## config.mk

```make
export PLATFORM = sky130hd
export DESIGN_NAME = net_indicator
export DESIGN_NICKNAME = d
export VERILOG_FILES = /design/src/hdl/netind_pkg.sv /design/src/hdl/ms_tick.sv /design/src/hdl/phase_timer.sv /design/src/hdl/net_indicator.sv
export SDC_FILE = /design/constraint.sdc
export NUM_CORES = 1
export LEC_CHECK = 0
export BUFFER_PORTS_ARGS = -buffer_cell sky130_fd_sc_hd__buf_2
export CORE_MARGIN = 8
export CORE_UTILIZATION = 50
export DETAILED_ROUTE_END_ITERATION = 6
export PLACE_DENSITY = 0.77
export SETUP_SLACK_MARGIN = 0.3
export SLEW_MARGIN = 10
export SYNTH_ARGS = -nofsm -noshare
export SYNTH_HDL_FRONTEND = slang
export SYNTH_SLANG_ARGS = --single-unit
```

## constraint.sdc

```tcl
create_clock -name clock -period 5 [get_ports clock]
set_input_delay 0.5 -clock clock [delete_from_list [all_inputs] [get_ports clock]]
set_output_delay 0.5 -clock clock [all_outputs]
set_load 0.03 [all_outputs]
```

## src/hdl/netind_pkg.sv

```systemverilog
`default_nettype none
package netind_pkg;
  localparam int ADDR_W = 8;
  localparam int DATA_W = 32;
  localparam int DUR_W = 11;
  localparam int CYC_CNT_W = 16;

  // Register offsets
  localparam logic [7:0] CTRL_OFS = 8'h00;
  localparam logic [7:0] NETSTAT_OFS = 8'h04;
  localparam logic [7:0] VIEW_OFS = 8'h08;
  localparam logic [7:0] ELAPSED_OFS = 8'h0C;
  localparam logic [7:0] CYCLES_OFS = 8'h10;

  // Field positions
  localparam int CTRL_MODE_LSB = 0;
  localparam int CTRL_RESTART_BIT = 8;
  localparam int NET_REG_LSB = 0;
  localparam int NET_DATA_BIT = 2;
  localparam int NET_VOICE_BIT = 3;
  localparam int VIEW_LEVEL_BIT = 0;
  localparam int VIEW_OE_BIT = 1;
  localparam int VIEW_PHASE_LSB = 2;
  localparam int VIEW_STATE_LSB = 4;
  localparam int VIEW_PAT_LSB = 8;

  // Registration field codes
  localparam logic [1:0] REG_NONE = 2'h0;
  localparam logic [1:0] REG_SEARCH = 2'h1;
  localparam logic [1:0] REG_DONE = 2'h2;

  // Reset values
  localparam logic [3:0] NETSTAT_RESET = 4'h0;
  localparam logic [CYC_CNT_W-1:0] CYCLES_RESET = 16'h0000;

  typedef enum logic [1:0] {MODE_OFF, MODE_BLINK, MODE_LEVEL, MODE_BEACON} ind_mode_t;
  localparam ind_mode_t MODE_RESET = MODE_OFF;

  typedef enum logic [2:0] {NET_NONE, NET_SEARCH, NET_IDLE, NET_DATA, NET_VOICE} net_state_t;

  typedef enum logic [2:0] {
    PAT_OFF, PAT_LOW, PAT_HIGH, PAT_SEARCH, PAT_IDLE, PAT_FAST, PAT_BCN_NOREG, PAT_BCN_REG
  } pat_id_t;

  // Phase times in milliseconds
  localparam logic [DUR_W-1:0] T_STEADY_MS = 11'd0;
  localparam logic [DUR_W-1:0] T_SEARCH_HI_MS = 11'd200;
  localparam logic [DUR_W-1:0] T_SEARCH_LO_MS = 11'd1800;
  localparam logic [DUR_W-1:0] T_IDLE_HI_MS = 11'd1800;
  localparam logic [DUR_W-1:0] T_IDLE_LO_MS = 11'd200;
  localparam logic [DUR_W-1:0] T_FAST_MS = 11'd125;
  localparam logic [DUR_W-1:0] T_BCN_SHORT_MS = 11'd100;
  localparam logic [DUR_W-1:0] T_BCN_NOREG_LONG_MS = 11'd1700;
  localparam logic [DUR_W-1:0] T_BCN_REG_LONG_MS = 11'd1900;

  // Timebase
  localparam int unsigned CLK_FREQ_HZ = 200_000_000;
  localparam int unsigned MS_PER_SEC = 1000;
  localparam int unsigned MS_CYCLES = CLK_FREQ_HZ / MS_PER_SEC;

  typedef struct packed {
    logic [ADDR_W-1:0] addr;
    logic [DATA_W-1:0] wdata;
    logic wr;
    logic rd;
  } bus_req_t;

  typedef struct packed {
    logic [1:0] last;
    logic [3:0] level;
    logic [3:0][DUR_W-1:0] dur;
  } pattern_t;
endpackage : netind_pkg
`default_nettype wire

```

## src/hdl/ms_tick.sv

```systemverilog
`default_nettype none
module ms_tick #(
  parameter int unsigned CYCLES = netind_pkg::MS_CYCLES
) (
  input wire logic clock,
  input wire logic nrst,
  input wire logic clear,
  output logic tick
);
  localparam int CNT_W = (CYCLES > 1) ? $clog2(CYCLES) : 1;
  localparam logic [CNT_W-1:0] LAST = CNT_W'(CYCLES - 1);

  logic [CNT_W-1:0] cnt_reg;

  // Clear realigns the timebase so a new first phase is never short
  always_ff @(posedge clock) begin
    if (!nrst || clear || cnt_reg == LAST) begin
      cnt_reg <= '0;
    end else begin
      cnt_reg <= cnt_reg + 1'b1;
    end
  end

  assign tick = (cnt_reg == LAST) && !clear;
endmodule : ms_tick
`default_nettype wire

```

## src/hdl/phase_timer.sv

```systemverilog
`default_nettype none
module phase_timer #(
  parameter int DUR_W = netind_pkg::DUR_W
) (
  input wire logic clock,
  input wire logic nrst,
  input wire logic restart,
  input wire logic tick,
  input wire logic [DUR_W-1:0] length,
  output logic [DUR_W-1:0] elapsed,
  output logic done
);
  // Zero length means a steady level that never ends
  assign done = tick && !restart && (length != '0) && (elapsed == length - 1'b1);

  always_ff @(posedge clock) begin
    if (!nrst || restart || done) begin
      elapsed <= '0;
    end else if (tick && length != '0) begin
      elapsed <= elapsed + 1'b1;
    end
  end
endmodule : phase_timer
`default_nettype wire

```

## src/hdl/net_indicator.sv

```systemverilog
// Functional notes
// After reset the indicator sits in the disabled mode and shows no pattern.
// Software selects one of four modes which is held; the disabled mode drives no pattern.
// Blink mode while searching repeats 200 ms high then 1800 ms low.
// Blink mode while registered and idle repeats 1800 ms high then 200 ms low.
// Blink mode during data transfer toggles 125 ms high and 125 ms low.
// Blink mode during a voice call holds the output high.
// Level mode while registered holds the output low, lighting the lamp.
// Level mode without coverage or registration holds the output high, lamp off.
// Beacon mode unregistered repeats 100 ms low, 100 high, 100 low, 1700 high.
// Beacon mode registered repeats 100 ms low then 1900 ms high.
// The host reports one of five network states to the block.
// Any change of state or mode that changes the pattern restarts the new pattern at its first phase.
// Blink mode with no service holds low, and voice takes precedence over data.
`default_nettype none
module net_indicator #(
  parameter int unsigned MS_CYCLES = netind_pkg::MS_CYCLES
) (
  input wire logic clock,
  input wire logic nrst,
  input wire netind_pkg::bus_req_t bus,
  output logic [netind_pkg::DATA_W-1:0] rdata,
  output logic ind_out,
  output logic ind_oe
);
  localparam int DUR_W = netind_pkg::DUR_W;
  localparam int CW = netind_pkg::CYC_CNT_W;

  netind_pkg::ind_mode_t mode_reg;
  logic [3:0] netstat_reg;
  logic sw_restart_reg;
  netind_pkg::net_state_t state;
  netind_pkg::pat_id_t pat_id;
  netind_pkg::pat_id_t pat_id_reg;
  netind_pkg::pattern_t pat;
  logic restart;
  logic tick;
  logic done;
  logic [1:0] phase_reg;
  logic [1:0] phase_next;
  logic [DUR_W-1:0] elapsed;
  logic [CW-1:0] cycles_reg;
  logic wrap;
  logic [netind_pkg::DATA_W-1:0] rd_value;

  function automatic netind_pkg::pattern_t pattern_of(input netind_pkg::pat_id_t id);
    netind_pkg::pattern_t p;
    p = '0;
    case (id)
      netind_pkg::PAT_LOW: begin
        p.level[0] = 1'b0;
        p.dur[0] = netind_pkg::T_STEADY_MS;
      end
      netind_pkg::PAT_HIGH: begin
        p.level[0] = 1'b1;
        p.dur[0] = netind_pkg::T_STEADY_MS;
      end
      netind_pkg::PAT_SEARCH: begin
        p.last = 2'd1;
        p.level[1:0] = 2'b01;
        p.dur[0] = netind_pkg::T_SEARCH_HI_MS;
        p.dur[1] = netind_pkg::T_SEARCH_LO_MS;
      end
      netind_pkg::PAT_IDLE: begin
        p.last = 2'd1;
        p.level[1:0] = 2'b01;
        p.dur[0] = netind_pkg::T_IDLE_HI_MS;
        p.dur[1] = netind_pkg::T_IDLE_LO_MS;
      end
      netind_pkg::PAT_FAST: begin
        p.last = 2'd1;
        p.level[1:0] = 2'b01;
        p.dur[0] = netind_pkg::T_FAST_MS;
        p.dur[1] = netind_pkg::T_FAST_MS;
      end
      netind_pkg::PAT_BCN_NOREG: begin
        p.last = 2'd3;
        p.level = 4'b1010;
        p.dur[0] = netind_pkg::T_BCN_SHORT_MS;
        p.dur[1] = netind_pkg::T_BCN_SHORT_MS;
        p.dur[2] = netind_pkg::T_BCN_SHORT_MS;
        p.dur[3] = netind_pkg::T_BCN_NOREG_LONG_MS;
      end
      netind_pkg::PAT_BCN_REG: begin
        p.last = 2'd1;
        p.level[1:0] = 2'b10;
        p.dur[0] = netind_pkg::T_BCN_SHORT_MS;
        p.dur[1] = netind_pkg::T_BCN_REG_LONG_MS;
      end
      default: begin
        p = '0;
      end
    endcase
    return p;
  endfunction : pattern_of

  // Mode register and restart strobe
  always_ff @(posedge clock) begin
    if (!nrst) begin
      mode_reg <= netind_pkg::MODE_RESET;
      sw_restart_reg <= 1'b0;
    end else begin
      sw_restart_reg <= 1'b0;
      if (bus.wr && bus.addr == netind_pkg::CTRL_OFS) begin
        mode_reg <= netind_pkg::ind_mode_t'(bus.wdata[netind_pkg::CTRL_MODE_LSB +: 2]);
        sw_restart_reg <= bus.wdata[netind_pkg::CTRL_RESTART_BIT];
      end
    end
  end

  // Network status as reported by the host
  always_ff @(posedge clock) begin
    if (!nrst) begin
      netstat_reg <= netind_pkg::NETSTAT_RESET;
    end else if (bus.wr && bus.addr == netind_pkg::NETSTAT_OFS) begin
      netstat_reg <= bus.wdata[3:0];
    end
  end

  // Effective state; unused registration code counts as no service
  always_comb begin
    state = netind_pkg::NET_NONE;
    case (netstat_reg[netind_pkg::NET_REG_LSB +: 2])
      netind_pkg::REG_SEARCH: begin
        state = netind_pkg::NET_SEARCH;
      end
      netind_pkg::REG_DONE: begin
        if (netstat_reg[netind_pkg::NET_VOICE_BIT]) begin
          state = netind_pkg::NET_VOICE;
        end else if (netstat_reg[netind_pkg::NET_DATA_BIT]) begin
          state = netind_pkg::NET_DATA;
        end else begin
          state = netind_pkg::NET_IDLE;
        end
      end
      default: begin
        state = netind_pkg::NET_NONE;
      end
    endcase
  end

  // Pattern choice from mode and state
  always_comb begin
    pat_id = netind_pkg::PAT_OFF;
    case (mode_reg)
      netind_pkg::MODE_BLINK: begin
        case (state)
          netind_pkg::NET_SEARCH: pat_id = netind_pkg::PAT_SEARCH;
          netind_pkg::NET_IDLE: pat_id = netind_pkg::PAT_IDLE;
          netind_pkg::NET_DATA: pat_id = netind_pkg::PAT_FAST;
          netind_pkg::NET_VOICE: pat_id = netind_pkg::PAT_HIGH;
          default: pat_id = netind_pkg::PAT_LOW;
        endcase
      end
      netind_pkg::MODE_LEVEL: begin
        // Searching is not yet registered, so the lamp stays off
        if (state == netind_pkg::NET_NONE || state == netind_pkg::NET_SEARCH) begin
          pat_id = netind_pkg::PAT_HIGH;
        end else begin
          pat_id = netind_pkg::PAT_LOW;
        end
      end
      netind_pkg::MODE_BEACON: begin
        if (state == netind_pkg::NET_NONE || state == netind_pkg::NET_SEARCH) begin
          pat_id = netind_pkg::PAT_BCN_NOREG;
        end else begin
          pat_id = netind_pkg::PAT_BCN_REG;
        end
      end
      default: begin
        pat_id = netind_pkg::PAT_OFF;
      end
    endcase
  end

  assign pat = pattern_of(pat_id);
  assign restart = (pat_id != pat_id_reg) || sw_restart_reg;
  assign wrap = done && (phase_reg == pat.last);

  always_ff @(posedge clock) begin
    if (!nrst) begin
      pat_id_reg <= netind_pkg::PAT_OFF;
    end else begin
      pat_id_reg <= pat_id;
    end
  end

  ms_tick #(
    .CYCLES(MS_CYCLES)
  ) u_tick (
    .clock(clock),
    .nrst(nrst),
    .clear(restart),
    .tick(tick)
  );

  phase_timer #(
    .DUR_W(DUR_W)
  ) u_timer (
    .clock(clock),
    .nrst(nrst),
    .restart(restart),
    .tick(tick),
    .length(pat.dur[phase_reg]),
    .elapsed(elapsed),
    .done(done)
  );

  // Phase sequencing
  always_comb begin
    if (restart) begin
      phase_next = 2'd0;
    end else if (wrap) begin
      phase_next = 2'd0;
    end else if (done) begin
      phase_next = phase_reg + 2'd1;
    end else begin
      phase_next = phase_reg;
    end
  end

  always_ff @(posedge clock) begin
    if (!nrst) begin
      phase_reg <= 2'd0;
    end else begin
      phase_reg <= phase_next;
    end
  end

  // Pin drive; released while disabled
  always_ff @(posedge clock) begin
    if (!nrst) begin
      ind_out <= 1'b0;
      ind_oe <= 1'b0;
    end else begin
      ind_out <= pat.level[phase_next];
      ind_oe <= (mode_reg != netind_pkg::MODE_OFF);
    end
  end

  // Completed pattern cycles; a wrap in the clearing cycle wins unless the count is saturated
  always_ff @(posedge clock) begin
    if (!nrst) begin
      cycles_reg <= netind_pkg::CYCLES_RESET;
    end else if (wrap && cycles_reg != '1) begin
      cycles_reg <= cycles_reg + 1'b1;
    end else if (bus.wr && bus.addr == netind_pkg::CYCLES_OFS) begin
      cycles_reg <= netind_pkg::CYCLES_RESET;
    end
  end

  // Read mux
  always_comb begin
    rd_value = '0;
    case (bus.addr)
      netind_pkg::CTRL_OFS: begin
        rd_value[netind_pkg::CTRL_MODE_LSB +: 2] = mode_reg;
      end
      netind_pkg::NETSTAT_OFS: begin
        rd_value[3:0] = netstat_reg;
      end
      netind_pkg::VIEW_OFS: begin
        rd_value[netind_pkg::VIEW_LEVEL_BIT] = ind_out;
        rd_value[netind_pkg::VIEW_OE_BIT] = ind_oe;
        rd_value[netind_pkg::VIEW_PHASE_LSB +: 2] = phase_reg;
        rd_value[netind_pkg::VIEW_STATE_LSB +: 3] = state;
        rd_value[netind_pkg::VIEW_PAT_LSB +: 3] = pat_id_reg;
      end
      netind_pkg::ELAPSED_OFS: begin
        rd_value[DUR_W-1:0] = elapsed;
      end
      netind_pkg::CYCLES_OFS: begin
        rd_value[CW-1:0] = cycles_reg;
      end
      default: begin
        rd_value = '0;
      end
    endcase
  end

  // Read data valid only in the cycle after the strobe
  always_ff @(posedge clock) begin
    if (!nrst || !bus.rd) begin
      rdata <= '0;
    end else begin
      rdata <= rd_value;
    end
  end
endmodule : net_indicator
`default_nettype wire

```

==> results of run 1 <==
## metal layers
layer	global-route usage (%)	vias up	part of all wire [%]
li1	-	1805	-
met1	20.6	1699	44
met2	27.9	121	48
met3	3.95	17	5.9
met4	5.35	0	1.6
met5	0	-	0
## synthesized netlist by cell type, types with 3 or more instances
library cell and instances:
nor2_1 82, dfxtp_1 75, nand2_1 42, a21oi_1 26, nand3_1 23, xnor2_1 23
and3_1 18, buf_4 17, xor2_1 16, mux2i_1 13, nor3_1 13, inv_1 12
a21o_1 11, clkbuf_1 10, o22ai_1 10, nor3b_2 9, and2_1 8, ha_1 8
o21ai_0 8, nand2b_1 4, nand3b_1 4, nand4_1 4, nor4_1 4, o21ai_1 4
a221oi_1 3, a22oi_1 3, a31oi_1 3, nor2b_1 3, o22a_1 3
## power by group through the flow
stage / sequential, mW / clock, mW / combinational (mW)
4_1_cts: 0.601 / 0.423 / 0.0492
3_3_place_gp: 0.615 / 0 / 0.0480
3_5_place_dp: 0.615 / 0 / 0.0491
6_report: 0.601 / 0.415 / 0.0498
2_1_floorplan: 0.615 / 0 / 0.0471
5_1_grt: 0.601 / 0.449 / 0.0543
## final timing paths
path                      from           endpoint  slack [ns]  cells past startpoint
max reg2reg     netstat_reg[0]     cycles_reg[12]        0.67                     16
max             netstat_reg[0]     cycles_reg[12]        0.67                     16
min reg2reg  u_tick.cnt_reg[0]  u_tick.cnt_reg[0]        0.47                      1
min                    bus[10]     sw_restart_reg        0.39                      3
## layout make-up
class | instances | share of cell area (%)
Tap cell | 105 | 2.88
Inverter | 12 | 0.986
Timing Repair Buffer | 38 | 4.38
Sequential cell | 75 | 32.9
Multi-Input combinational cell | 401 | 55.2
Clock inverter | 4 | 0.602
Clock buffer | 11 | 3.09
## through the flow
stage,util [%],instance area (um^2)
2_1_floorplan,-,4270
3_3_place_gp,53.3,4380
3_5_place_dp,53.3,4380
4_1_cts,55.3,4550
5_1_grt,55.6,4570
6_report,55.6,4570
## logic make-up after synthesis
family | share of synthesized area [%]
mux | 3.35
buf+inv | 5.93
compound gates | 15.2
simple gates | 29.3
flops | 35.6
xor+xnor | 8.10
fa+ha+maj | 2.37
other cells | 0.0889
## worst max-delay path, stage by stage, from the launching register on
cell and delay, ns:
dfxtp_1 0.41, inv_1 0.08, ha_1 0.33, nand4b_1 0.15, nor2_1 0.12, o41ai_4 0.50
nand2_1 0.12, ha_1 0.25, inv_1 0.09, o22ai_2 0.14, nor4b_4 0.45, and4_1 0.26
o2111ai_2 0.22, nor4_4 0.36, nand2_2 0.36, o22a_1 0.29, mux2i_1 0.12
==> results.py, run 1 <==
metrics = {
    "yosys": {
        "yosys.area.top_type": "dfxtp_1",
        "synth_area_leaders": "dfxtp_1 (36%), nor2_1 (7.3%), xnor2_1 (4.8%), nand2_1 (3.7%), xor2_1 (3.3%)",
        "synthArstFlopShare_pct": 0,
        "synth_flop_cell": "dfxtp_1",
        "postSynthCellCount": 506,
        "yosysTopAreaCellShare_pct": 35.6,
        "synth.ff_latch_count": 75,
        "yosys.cell_types.count": 67,
        "syn_avg_cell_area_um2": 8.34,
        "yosysSeqAreaShare_pct": 35.6,
        "ys_warn_count": 0,
        "syn_area_um2": 4220,
        "synth_edf_count": 0,
    },
    "final_layout": {
        "finish.net_count": 589,
        "largest_reg_flops": 18,
        "final_common_cell": "nor2_1",
        "drive_gt1_share_pct": 14.0,
        "antenna_cells": 0,
        "regArea_um2": 1500,
        "syn_to_final_growth_pct": 8.34,
        "layout_common_cells": "nor2_1 (82), dfxtp_1 (75), nand2_1 (42), buf_2 (34), a21oi_1 (26)",
        "final_cells": 646,
        "multi_input_area_um2": 2520,
        "nFillCells": 781,
    },
    "sta": {
        "setup_ws_ns": 0.672,
        "post-route-min-period_ns": 4.33,
        "setup_viol": 0,
        "timing.fmax_mhz": 231,
        "drv_slew": 0,
        "setup_tns_ns": 0,
        "worstMarginPinSlew_ns": 0.999,
        "rsz0062_at_grt": "false",
        "hold_viol": 0,
        "hold_slack_ns": 0.391,
        "fin_crit_sh_pct": 86.6,
        "maxSlewHeadroom_pct": 32.5,
        "final.setup_skew_ns": 0.0108,
    },
    "power_and_ir_drop": {
        "vdd_drop_max_mv": 0.109,
        "power_frac_seq_pct": 56.4,
        "power_switching_mw": 0.263,
        "power_density_nw_per_um2": 233,
        "p_comb_share_pct": 4.7,
        "finalPower_mw": 1.07,
        "p_sw_share_pct": 24.7,
        "p_leak_nw": 1.84,
        "clkPwrFrac_pct": 38.9,
        "p_int_mw": 0.802,
    },
    "global_route": {
        "overflow": 0,
        "grt_pass1_wl_um": 16000,
        "grt_pass1_vias": 3494,
        "antenna_found_initial": 0,
        "grt_max_degree": 24,
        "track_usage_pct": 16.7,
    },
    "clock_network": {
        "clk_pin_slew_ns": 0.08,
        "cts_buffers": 9,
        "clk_latency_ns": 0.35,
        "cts_tree": "done",
        "cts_hold_buffers": 0,
        "cts.htree.levels": 3,
        "clkSinkCount": 75,
        "cts_setup_buffers": 0,
        "cts-root-buf": "clkbuf_8",
        "cts_buffer_depth": 2,
        "cts_resized": 0,
    },
    "die": {
        "floorplan.core_area_um2": 8220,
        "std_cell_rows": 33,
        "ios": 78,
        "initial_core_util_pct": 51.3,
        "dieArea_um2": 11600,
        "die_y_um": 108,
        "die_x_um": 108,
    },
    "status": {
        "status": "finished clean",
    },
    "route": {
        "drc": 0,
        "via_per_inst": 5.64,
        "first_pass_iters": 4,
        "post_drt_wl_per_cell_um": 14.4,
        "num_vias": 3642,
        "routed_wirelength_um": 9280,
        "drtIter0Drc": 261,
        "ant_nets": 0,
    },
    "critical_path": {
        "critPathRequiredTime_ns": 5.28,
        "timing.critical_path.fanout_max": 23,
        "critPathArrivalTime_ns": 4.61,
        "cp-start-kind": "flop",
        "endpoint_kind": "flop",
        "crit_type": "flop to flop",
    },
    "placed_design": {
        "port_buffers": 34,
        "dpl.cell_count": 628,
        "hpwl_um": 6960,
        "pre_cts_ws_ns": 0.604,
        "gp_congestion": 0.926,
    },
    "worst_hold_path": {
        "hold_path_class": "primary input to flop",
    },
    "flow_run": {
        "cap_viol_max_count": 0,
    },
}
(Power assumes the default switching activity.)
==> inputs of run 2 (changes only) <==
--- a/config.mk
+++ b/config.mk
@@ -6,6 +6,7 @@
 export NUM_CORES = 1
 export LEC_CHECK = 0
 export BUFFER_PORTS_ARGS = -buffer_cell sky130_fd_sc_hd__buf_2
+export CORE_ASPECT_RATIO = 0.9
 export CORE_MARGIN = 8
 export CORE_UTILIZATION = 50
 export DETAILED_ROUTE_END_ITERATION = 6
@@ -14,4 +15,5 @@
 export SLEW_MARGIN = 10
 export SYNTH_ARGS = -nofsm -noshare
 export SYNTH_HDL_FRONTEND = slang
+export SYNTH_HIERARCHICAL = 1
 export SYNTH_SLANG_ARGS = --single-unit
==> run 2 against run 1 <==
Power grew 8.7%. Combinational power grew 24%. Sequential power is essentially flat. Synthesized area grew 5.2%. Via count grew 6.2%. Design area grew 6.8%. Critical path depth grew 1. Die area grew 4.5%. Critical path type unchanged. Worst setup slack lost 0.075 ns. Flip-flop and latch count is the same.
==> results.py, run 2 <==
metrics = {
    "global_route": {
        "overflow": 0,
        "grt_pass1_wl_um": 16900,
        "track_usage_pct": 16.9,
        "antenna_found_initial": 0,
        "grt_max_degree": 19,
        "grt_pass1_vias": 3526,
    },
    "final_layout": {
        "syn_to_final_growth_pct": 10.0,
        "drive_gt1_share_pct": 15.8,
        "antenna_cells": 0,
        "largest_reg_flops": 18,
        "finish.net_count": 615,
        "regArea_um2": 1500,
        "final_common_cell": "dfxtp_1",
        "design_area_um2": 4880,
        "layout_common_cells": "dfxtp_1 (73), nor2_1 (65), nand2_1 (42), buf_2 (34), xnor2_1 (27)",
        "nFillCells": 768,
        "multi_input_area_um2": 2730,
    },
    "yosys": {
        "yosys.cell_types.count": 76,
        "syn_area_um2": 4440,
        "synth_flop_cell": "dfxtp_1",
        "synth_common_cells": "dfxtp_1 (75), nor2_1 (66), nand2_1 (43)",
        "synth_edf_count": 0,
        "synthArstFlopShare_pct": 0,
        "ys_warn_count": 6,
        "yosys.area.top_type": "dfxtp_1",
        "syn_avg_cell_area_um2": 8.37,
        "postSynthCellCount": 530,
        "yosysTopAreaCellShare_pct": 33.8,
        "synth_area_leaders": "dfxtp_1 (34%), nor2_1 (5.6%), xnor2_1 (5.3%), xor2_1 (4.5%), nand2_1 (3.6%)",
        "synth.ff_latch_count": 75,
        "yosysSeqAreaShare_pct": 33.8,
        "synth.most_common_cell": "dfxtp_1",
    },
    "clock_network": {
        "clk_pin_slew_ns": 0.09,
        "cts-root-buf": "clkbuf_8",
        "cts.htree.levels": 3,
        "cts_buffers": 9,
        "clk_latency_ns": 0.36,
        "cts_buffer_depth": 2,
        "clkSinkCount": 75,
        "cts_tree": "done",
        "cts_hold_buffers": 0,
    },
    "critical_path": {
        "cp-start-kind": "flop",
        "reg2reg_from": "netstat_reg[0]",
        "critPathArrivalTime_ns": 4.67,
        "endpoint_kind": "flop",
        "slowest_stage": "or4_4",
        "critPathRequiredTime_ns": 5.26,
        "crit_type": "flop to flop",
        "critPathMaxStageDelay_ns": 0.64,
        "timing.critical_path.fanout_max": 8,
        "startpoint": "netstat_reg[0]",
        "crit_chain": "inv_1, ha_1, nor3_2, a211oi_4, nor2_2, nand3_1, o21ai_1, or4_4, or4_4, xnor2_1, nand4_1, a2111oi_4, buf_4, o31a_1, buf_4, nand3_1, o221ai_1",
        "r2r_slack_ns": 0.60,
        "reg2reg_to": "cycles_reg[13]",
        "r2r_cells": 17,
    },
    "status": {
        "status": "finished clean",
    },
    "worst_hold_path": {
        "worstHoldEndpoint": "sw_restart_reg",
        "hold_path_class": "primary input to flop",
        "worstHoldStart": "bus[10]",
        "hold_path_depth": 3,
    },
    "sta": {
        "hold_viol": 0,
        "fin_crit_sh_pct": 88.1,
        "timing.fmax_mhz": 227,
        "setup_viol": 0,
        "hold_slack_ns": 0.382,
        "maxSlewHeadroom_pct": 52.8,
        "rsz0062_at_grt": "false",
        "post-route-min-period_ns": 4.40,
        "setup_tns_ns": 0,
        "final.setup_skew_ns": 0.00984,
        "drv_slew": 0,
        "worstMarginPinSlew_ns": 0.709,
    },
    "placed_design": {
        "dpl_cell_area_um2": 4620,
        "hpwl_um": 7370,
        "gp_congestion": 0.850,
        "port_buffers": 34,
    },
    "route": {
        "routed_wirelength_um": 10400,
        "drtIter0Drc": 286,
        "num_vias": 3867,
        "drc": 0,
        "first_pass_iters": 5,
        "post_drt_wl_per_cell_um": 15.1,
        "ant_nets": 0,
        "via_per_inst": 5.63,
    },
    "die": {
        "die_x_um": 115,
        "ios": 78,
        "std_cell_rows": 32,
        "dieArea_um2": 12100,
        "initial_core_util_pct": 51.5,
        "floorplan.core_area_um2": 8610,
        "die_y_um": 105,
    },
    "flow_run": {
        "cap_viol_max_count": 0,
    },
    "power_and_ir_drop": {
        "finalPower_mw": 1.16,
        "p_leak_nw": 1.85,
        "power_density_nw_per_um2": 237,
        "vdd_drop_max_mv": 0.133,
    },
}
## run 2: cell types whose count changed after synthesis, sizes merged, moves of 7 or more
cell   before  now
a21o       11    0
and3       18    7
nand4       4   11
nor2       82   66
nor3       14   23
nor3b       9    2
o22ai      11    3
or4         1    8
xor2       16   23
## run 2: cell type report
class / instances / share of cell area, %
well taps: 119 / 3.05
flip-flops and latches: 75 / 30.8
clock inverters: 7 / 1.69
clock buffers: 9 / 2.54
multi-input cells: 417 / 55.9
inverters: 19 / 1.46
repair buffers: 41 / 4.56
## run 2: cell families after synthesis
logic type,share of synthesized area (%)
XOR/XNOR,9.87
multiplexers,3.19
other,0.0845
AND/OR/NAND/NOR,28.1
flip-flops,33.8
AO/OA/AOI/OAI,15.5
buffers and inverters,7.11
adder cells (fa/ha/maj),2.26
## run 2: per-stage QoR
| stage | cells | setup WS (ns) | util [%] |
|---|---|---|---|
| finish | 687 | 0.597 | 56.7 |
| global route | 687 | 0.284 | 56.7 |
| floorplan | 550 | 0.474 | - |
| global placement | 668 | 0.289 | 53.6 |
| detailed placement | 668 | 0.285 | 53.6 |
| CTS | 685 | 0.340 | 56.1 |
## run 2: worst max-delay path, delay by kind of cell (launching register included)
kind	cells	cell delay (ns)
compound gates	5	1.25
flops	1	0.39
buf+inv	3	0.45
xor+xnor	1	0.16
simple gates	7	1.72
fa+ha+maj	1	0.34
## run 2: report_power, final
| group | total [mW] | switching (mW) | internal (mW) |
|---|---|---|---|
| Clock | 0.494 | 0.256 | 0.238 |
| Combinational | 0.0620 | 0.0453 | 0.0167 |
| Sequential | 0.601 | 0.00264 | 0.599 |
## run 2: layer usage
metal,track usage (%),vias up,share of wire [%]
met2,27.0,136,46
met1,21.1,1800,45
li1,-,1915,-
met5,0,-,0
met3,5.25,16,7.8
met4,5.34,0,1.3
## run 2: timing repair
action | in CTS | in global routing
pin swaps | 1 | 1
setup endpoints to repair | 14 | 19
resized for setup | 0 | 12
hold endpoints to repair | 0 | 0
setup buffers | 1 | 2
## run 2: worst max-delay path by stage
| stage | to |
|---|---|
| 2_1_floorplan | cycles_reg[9] |
| 3_3_place_gp | ind_out |
| 3_5_place_dp | ind_out |
| 4_1_cts | cycles_reg[13] |
| 5_1_grt | ind_out |
| 6_report | cycles_reg[13] |
==> inputs of run 3 (changes only) <==
--- a/config.mk
+++ b/config.mk
@@ -5,12 +5,13 @@
 export SDC_FILE = /design/constraint.sdc
 export NUM_CORES = 1
 export LEC_CHECK = 0
+export ABC_AREA = 1
 export BUFFER_PORTS_ARGS = -buffer_cell sky130_fd_sc_hd__buf_2
 export CORE_ASPECT_RATIO = 0.9
 export CORE_MARGIN = 8
 export CORE_UTILIZATION = 50
 export DETAILED_ROUTE_END_ITERATION = 6
-export PLACE_DENSITY = 0.77
+export PLACE_DENSITY = 0.76
 export SETUP_SLACK_MARGIN = 0.3
 export SLEW_MARGIN = 10
 export SYNTH_ARGS = -nofsm -noshare
==> run 3 against run 2 <==
Critical path depth grew 4. Synthesized area increased by 6.3%. Critical endpoint is now cycles_reg[12]. Clock power rose by 4%. Register-to-register slack improved by 0.21 ns. Combinational power down 3.4%. First-iteration DRC count grew 20%. Clock skew up 0.00076 ns. Maximum frequency up 5.1%. Global-route usage grew 1.2 points. Via count grew 17%. Largest power group unchanged. Worst setup slack gained 0.21 ns. Non-clock buffer count down 6.
==> results.py, run 3 <==
metrics = {
    "status": {
        "status": "finished clean",
    },
    "critical_path": {
        "crit_chain": "inv_1, ha_1, inv_1, nor2_1, nand2_1, nand2_2, nand3_1, nor2_1, nor2_1, o21ai_0, nor3_2, a21boi_4, nand3_1, nor2_1, nand3_1, inv_1, nand2_2, nor2_8, nand2_4, nand3_1, a21oi_1",
        "critical_path_buf_inv_count": 3,
        "crit_cells": 21,
        "critical_path.top_delay_family": "simple AND/OR/NAND/NOR gates",
        "slowest_stage": "o21ai_0",
        "critPathMaxStageDelay_ns": 0.69,
        "crit_type": "flop to flop",
        "r2r_cells": 21,
        "timing.critical_path.fanout_max": 17,
        "endpoint_kind": "flop",
        "critPathRequiredTime_ns": 5.22,
        "critPathArrivalTime_ns": 4.41,
        "cp-start-kind": "flop",
    },
    "sta": {
        "setup_tns_ns": 0,
        "worstMarginPinSlew_ns": 0.837,
        "setup_viol": 0,
        "fin_crit_sh_pct": 83.8,
        "setup_ws_ns": 0.810,
        "maxSlewHeadroom_pct": 43.6,
        "rsz0062_at_grt": "false",
        "post-route-min-period_ns": 4.19,
        "hold_slack_ns": 0.385,
        "drv_slew": 0,
        "hold_viol": 0,
        "timing.fmax_mhz": 239,
        "final.setup_skew_ns": 0.0106,
    },
    "placed_design": {
        "gp_congestion": 0.951,
        "pre_cts_ws_ns": 0.876,
        "port_buffers": 34,
        "hpwl_um": 8930,
        "dpl.cell_count": 861,
    },
    "route": {
        "post_drt_wl_per_cell_um": 13.0,
        "routed_wirelength_um": 11400,
        "first_pass_iters": 6,
        "ant_nets": 0,
        "highest_layer": "met4",
        "route.met3.wl_um": 926,
        "wl_met1_um": 5110,
        "via_per_inst": 5.18,
        "num_vias": 4543,
        "drc": 0,
        "drtIter0Drc": 343,
        "met2_length_um": 5210,
    },
    "clock_network": {
        "clk_pin_slew_ns": 0.08,
        "cts_setup_buffers": 0,
        "cts_buffer_depth": 2,
        "clk_latency_ns": 0.35,
        "cts_resized": 0,
        "cts-root-buf": "clkbuf_8",
        "cts_buffers": 9,
        "clkSinkCount": 75,
        "cts_hold_buffers": 0,
        "cts_tree": "done",
        "cts.htree.levels": 3,
    },
    "yosys": {
        "syn_avg_cell_area_um2": 6.60,
        "yosys.area.top_type": "dfxtp_1",
        "yosysTopAreaCellShare_pct": 31.8,
        "synth_fa_ha_area_share_pct": 2.12,
        "synth_compound_area_share_pct": 9.68,
        "synth_xor_area_share_pct": 5.94,
        "synth_edf_count": 0,
        "synth.ff_latch_count": 75,
        "yosys-mux-area-fraction_pct": 0,
        "synth_top_family_by_area": "simple AND/OR/NAND/NOR gates",
        "synth_flop_cell": "dfxtp_1",
        "synth_common_cells": "nand2_1 (165), nor2_1 (103), inv_1 (94)",
        "ys_warn_count": 6,
        "yosys.area_share.simple_pct": 38.1,
        "postSynthCellCount": 715,
        "yosys.cell_types.count": 44,
        "syn_area_um2": 4720,
        "synthArstFlopShare_pct": 0,
        "synth.most_common_cell": "nand2_1",
        "yosysSeqAreaShare_pct": 31.8,
        "synth_area_leaders": "dfxtp_1 (32%), nand2_1 (13%), nor2_1 (8.2%), inv_1 (7.5%), nand3_1 (7.3%)",
    },
    "global_route": {
        "grt_pass1_wl_um": 19500,
        "antenna_found_initial": 0,
        "grt_pass1_vias": 4282,
        "track_usage_pct": 18.1,
        "overflow": 0,
        "grt_max_degree": 20,
    },
    "final_layout": {
        "layout_common_cells": "nand2_1 (165), nor2_1 (103), inv_1 (94), dfxtp_1 (75), nand3_1 (69)",
        "final_cells": 877,
        "multi_input_area_um2": 2700,
        "syn_to_final_growth_pct": 8.65,
        "finish.net_count": 802,
        "final_common_cell": "nand2_1",
        "regArea_um2": 1500,
        "antenna_cells": 0,
        "largest_reg_flops": 18,
        "nFillCells": 900,
        "drive_gt1_share_pct": 11.4,
    },
    "die": {
        "die_x_um": 118,
        "dieArea_um2": 12800,
        "floorplan.core_area_um2": 9130,
        "ios": 78,
        "initial_core_util_pct": 51.7,
        "std_cell_rows": 33,
        "die_y_um": 108,
    },
    "power_and_ir_drop": {
        "finalPower_mw": 1.17,
        "vdd_drop_max_mv": 0.114,
        "power_density_nw_per_um2": 229,
        "p_leak_nw": 2.14,
    },
    "worst_hold_path": {
        "hold_path_depth": 3,
        "hold_path_class": "primary input to flop",
    },
    "flow_run": {
        "cap_viol_max_count": 0,
    },
}
## run 3: cell types whose count changed after synthesis, moves of 8 or more
cell      before  now
xnor2_1       27    6
or3_1          8    0
nor2_2         0   11
clkbuf_1      15    7
o21ai_0        9   21
nor2_1        66  103
mux2i_1       13    0
nand3b_1       1   10
nor3_1        21    8
and2_1        10    1
nand3_1       23   69
nor4_1        10    0
inv_1         18   94
nand2_1       43  165
## run 3: stage by stage
step,util (%),cell area (um^2)
floorplan,-,4780
global placement,53.8,4910
detailed placement,53.8,4910
CTS,56.1,5120
global route,56.1,5120
finish,56.1,5120
## run 3: kinds of logic (layout without fill, tap and decap cells)
kind of cell,Yosys count,count (layout)
compound gates,77,77
xor+xnor,32,32
fa+ha+maj,8,8
buf+inv,127,151
flops,75,75
other cells,1,17
simple gates,395,395
## run 3: per-layer routing
layer	global-route usage (%)	up-vias
met5	0	-
met4	4.69	0
met3	5.05	18
met2	30.5	143
met1	22.6	2061
li1	-	2321
## run 3: power by group
part           total (mW)  switching, mW  internal (mW)
sequential          0.602        0.00257          0.599
clock               0.512          0.230          0.282
combinational      0.0599         0.0447         0.0151
total                1.17          0.277          0.896
## run 3: final cells by class
cell class	instances	share of cell area [%]
well taps	122	2.98
clock buffers	10	2.49
flip-flops and latches	75	29.3
clock inverters	6	1.76
repair buffers	35	3.47
multi-input cells	529	52.7
inverters	100	7.33
## run 3: path summary, 6_finish.rpt
check,from,to,slack [ns]
setup / recovery,netstat_reg[0],cycles_reg[12],0.81
hold / removal,bus[10],sw_restart_reg,0.39
hold reg to reg,u_tick/cnt_reg[0],u_tick/cnt_reg[0],0.48
setup reg to reg,netstat_reg[0],cycles_reg[12],0.81
## run 3: worst register-to-register path, stage by stage (launching register included)
cell      delay [ns]
dfxtp_1         0.34
inv_1           0.13
ha_1            0.24
inv_1           0.06
nor2_1          0.12
nand2_1         0.08
nand2_2         0.16
nand3_1         0.17
nor2_1          0.15
nor2_1          0.07
o21ai_0         0.69
nor3_2          0.17
a21boi_4        0.31
nand3_1         0.11
nor2_1          0.11
nand3_1         0.16
inv_1           0.18
nand2_2         0.12
nor2_8          0.29
nand2_4         0.20
nand3_1         0.12
a21oi_1         0.08
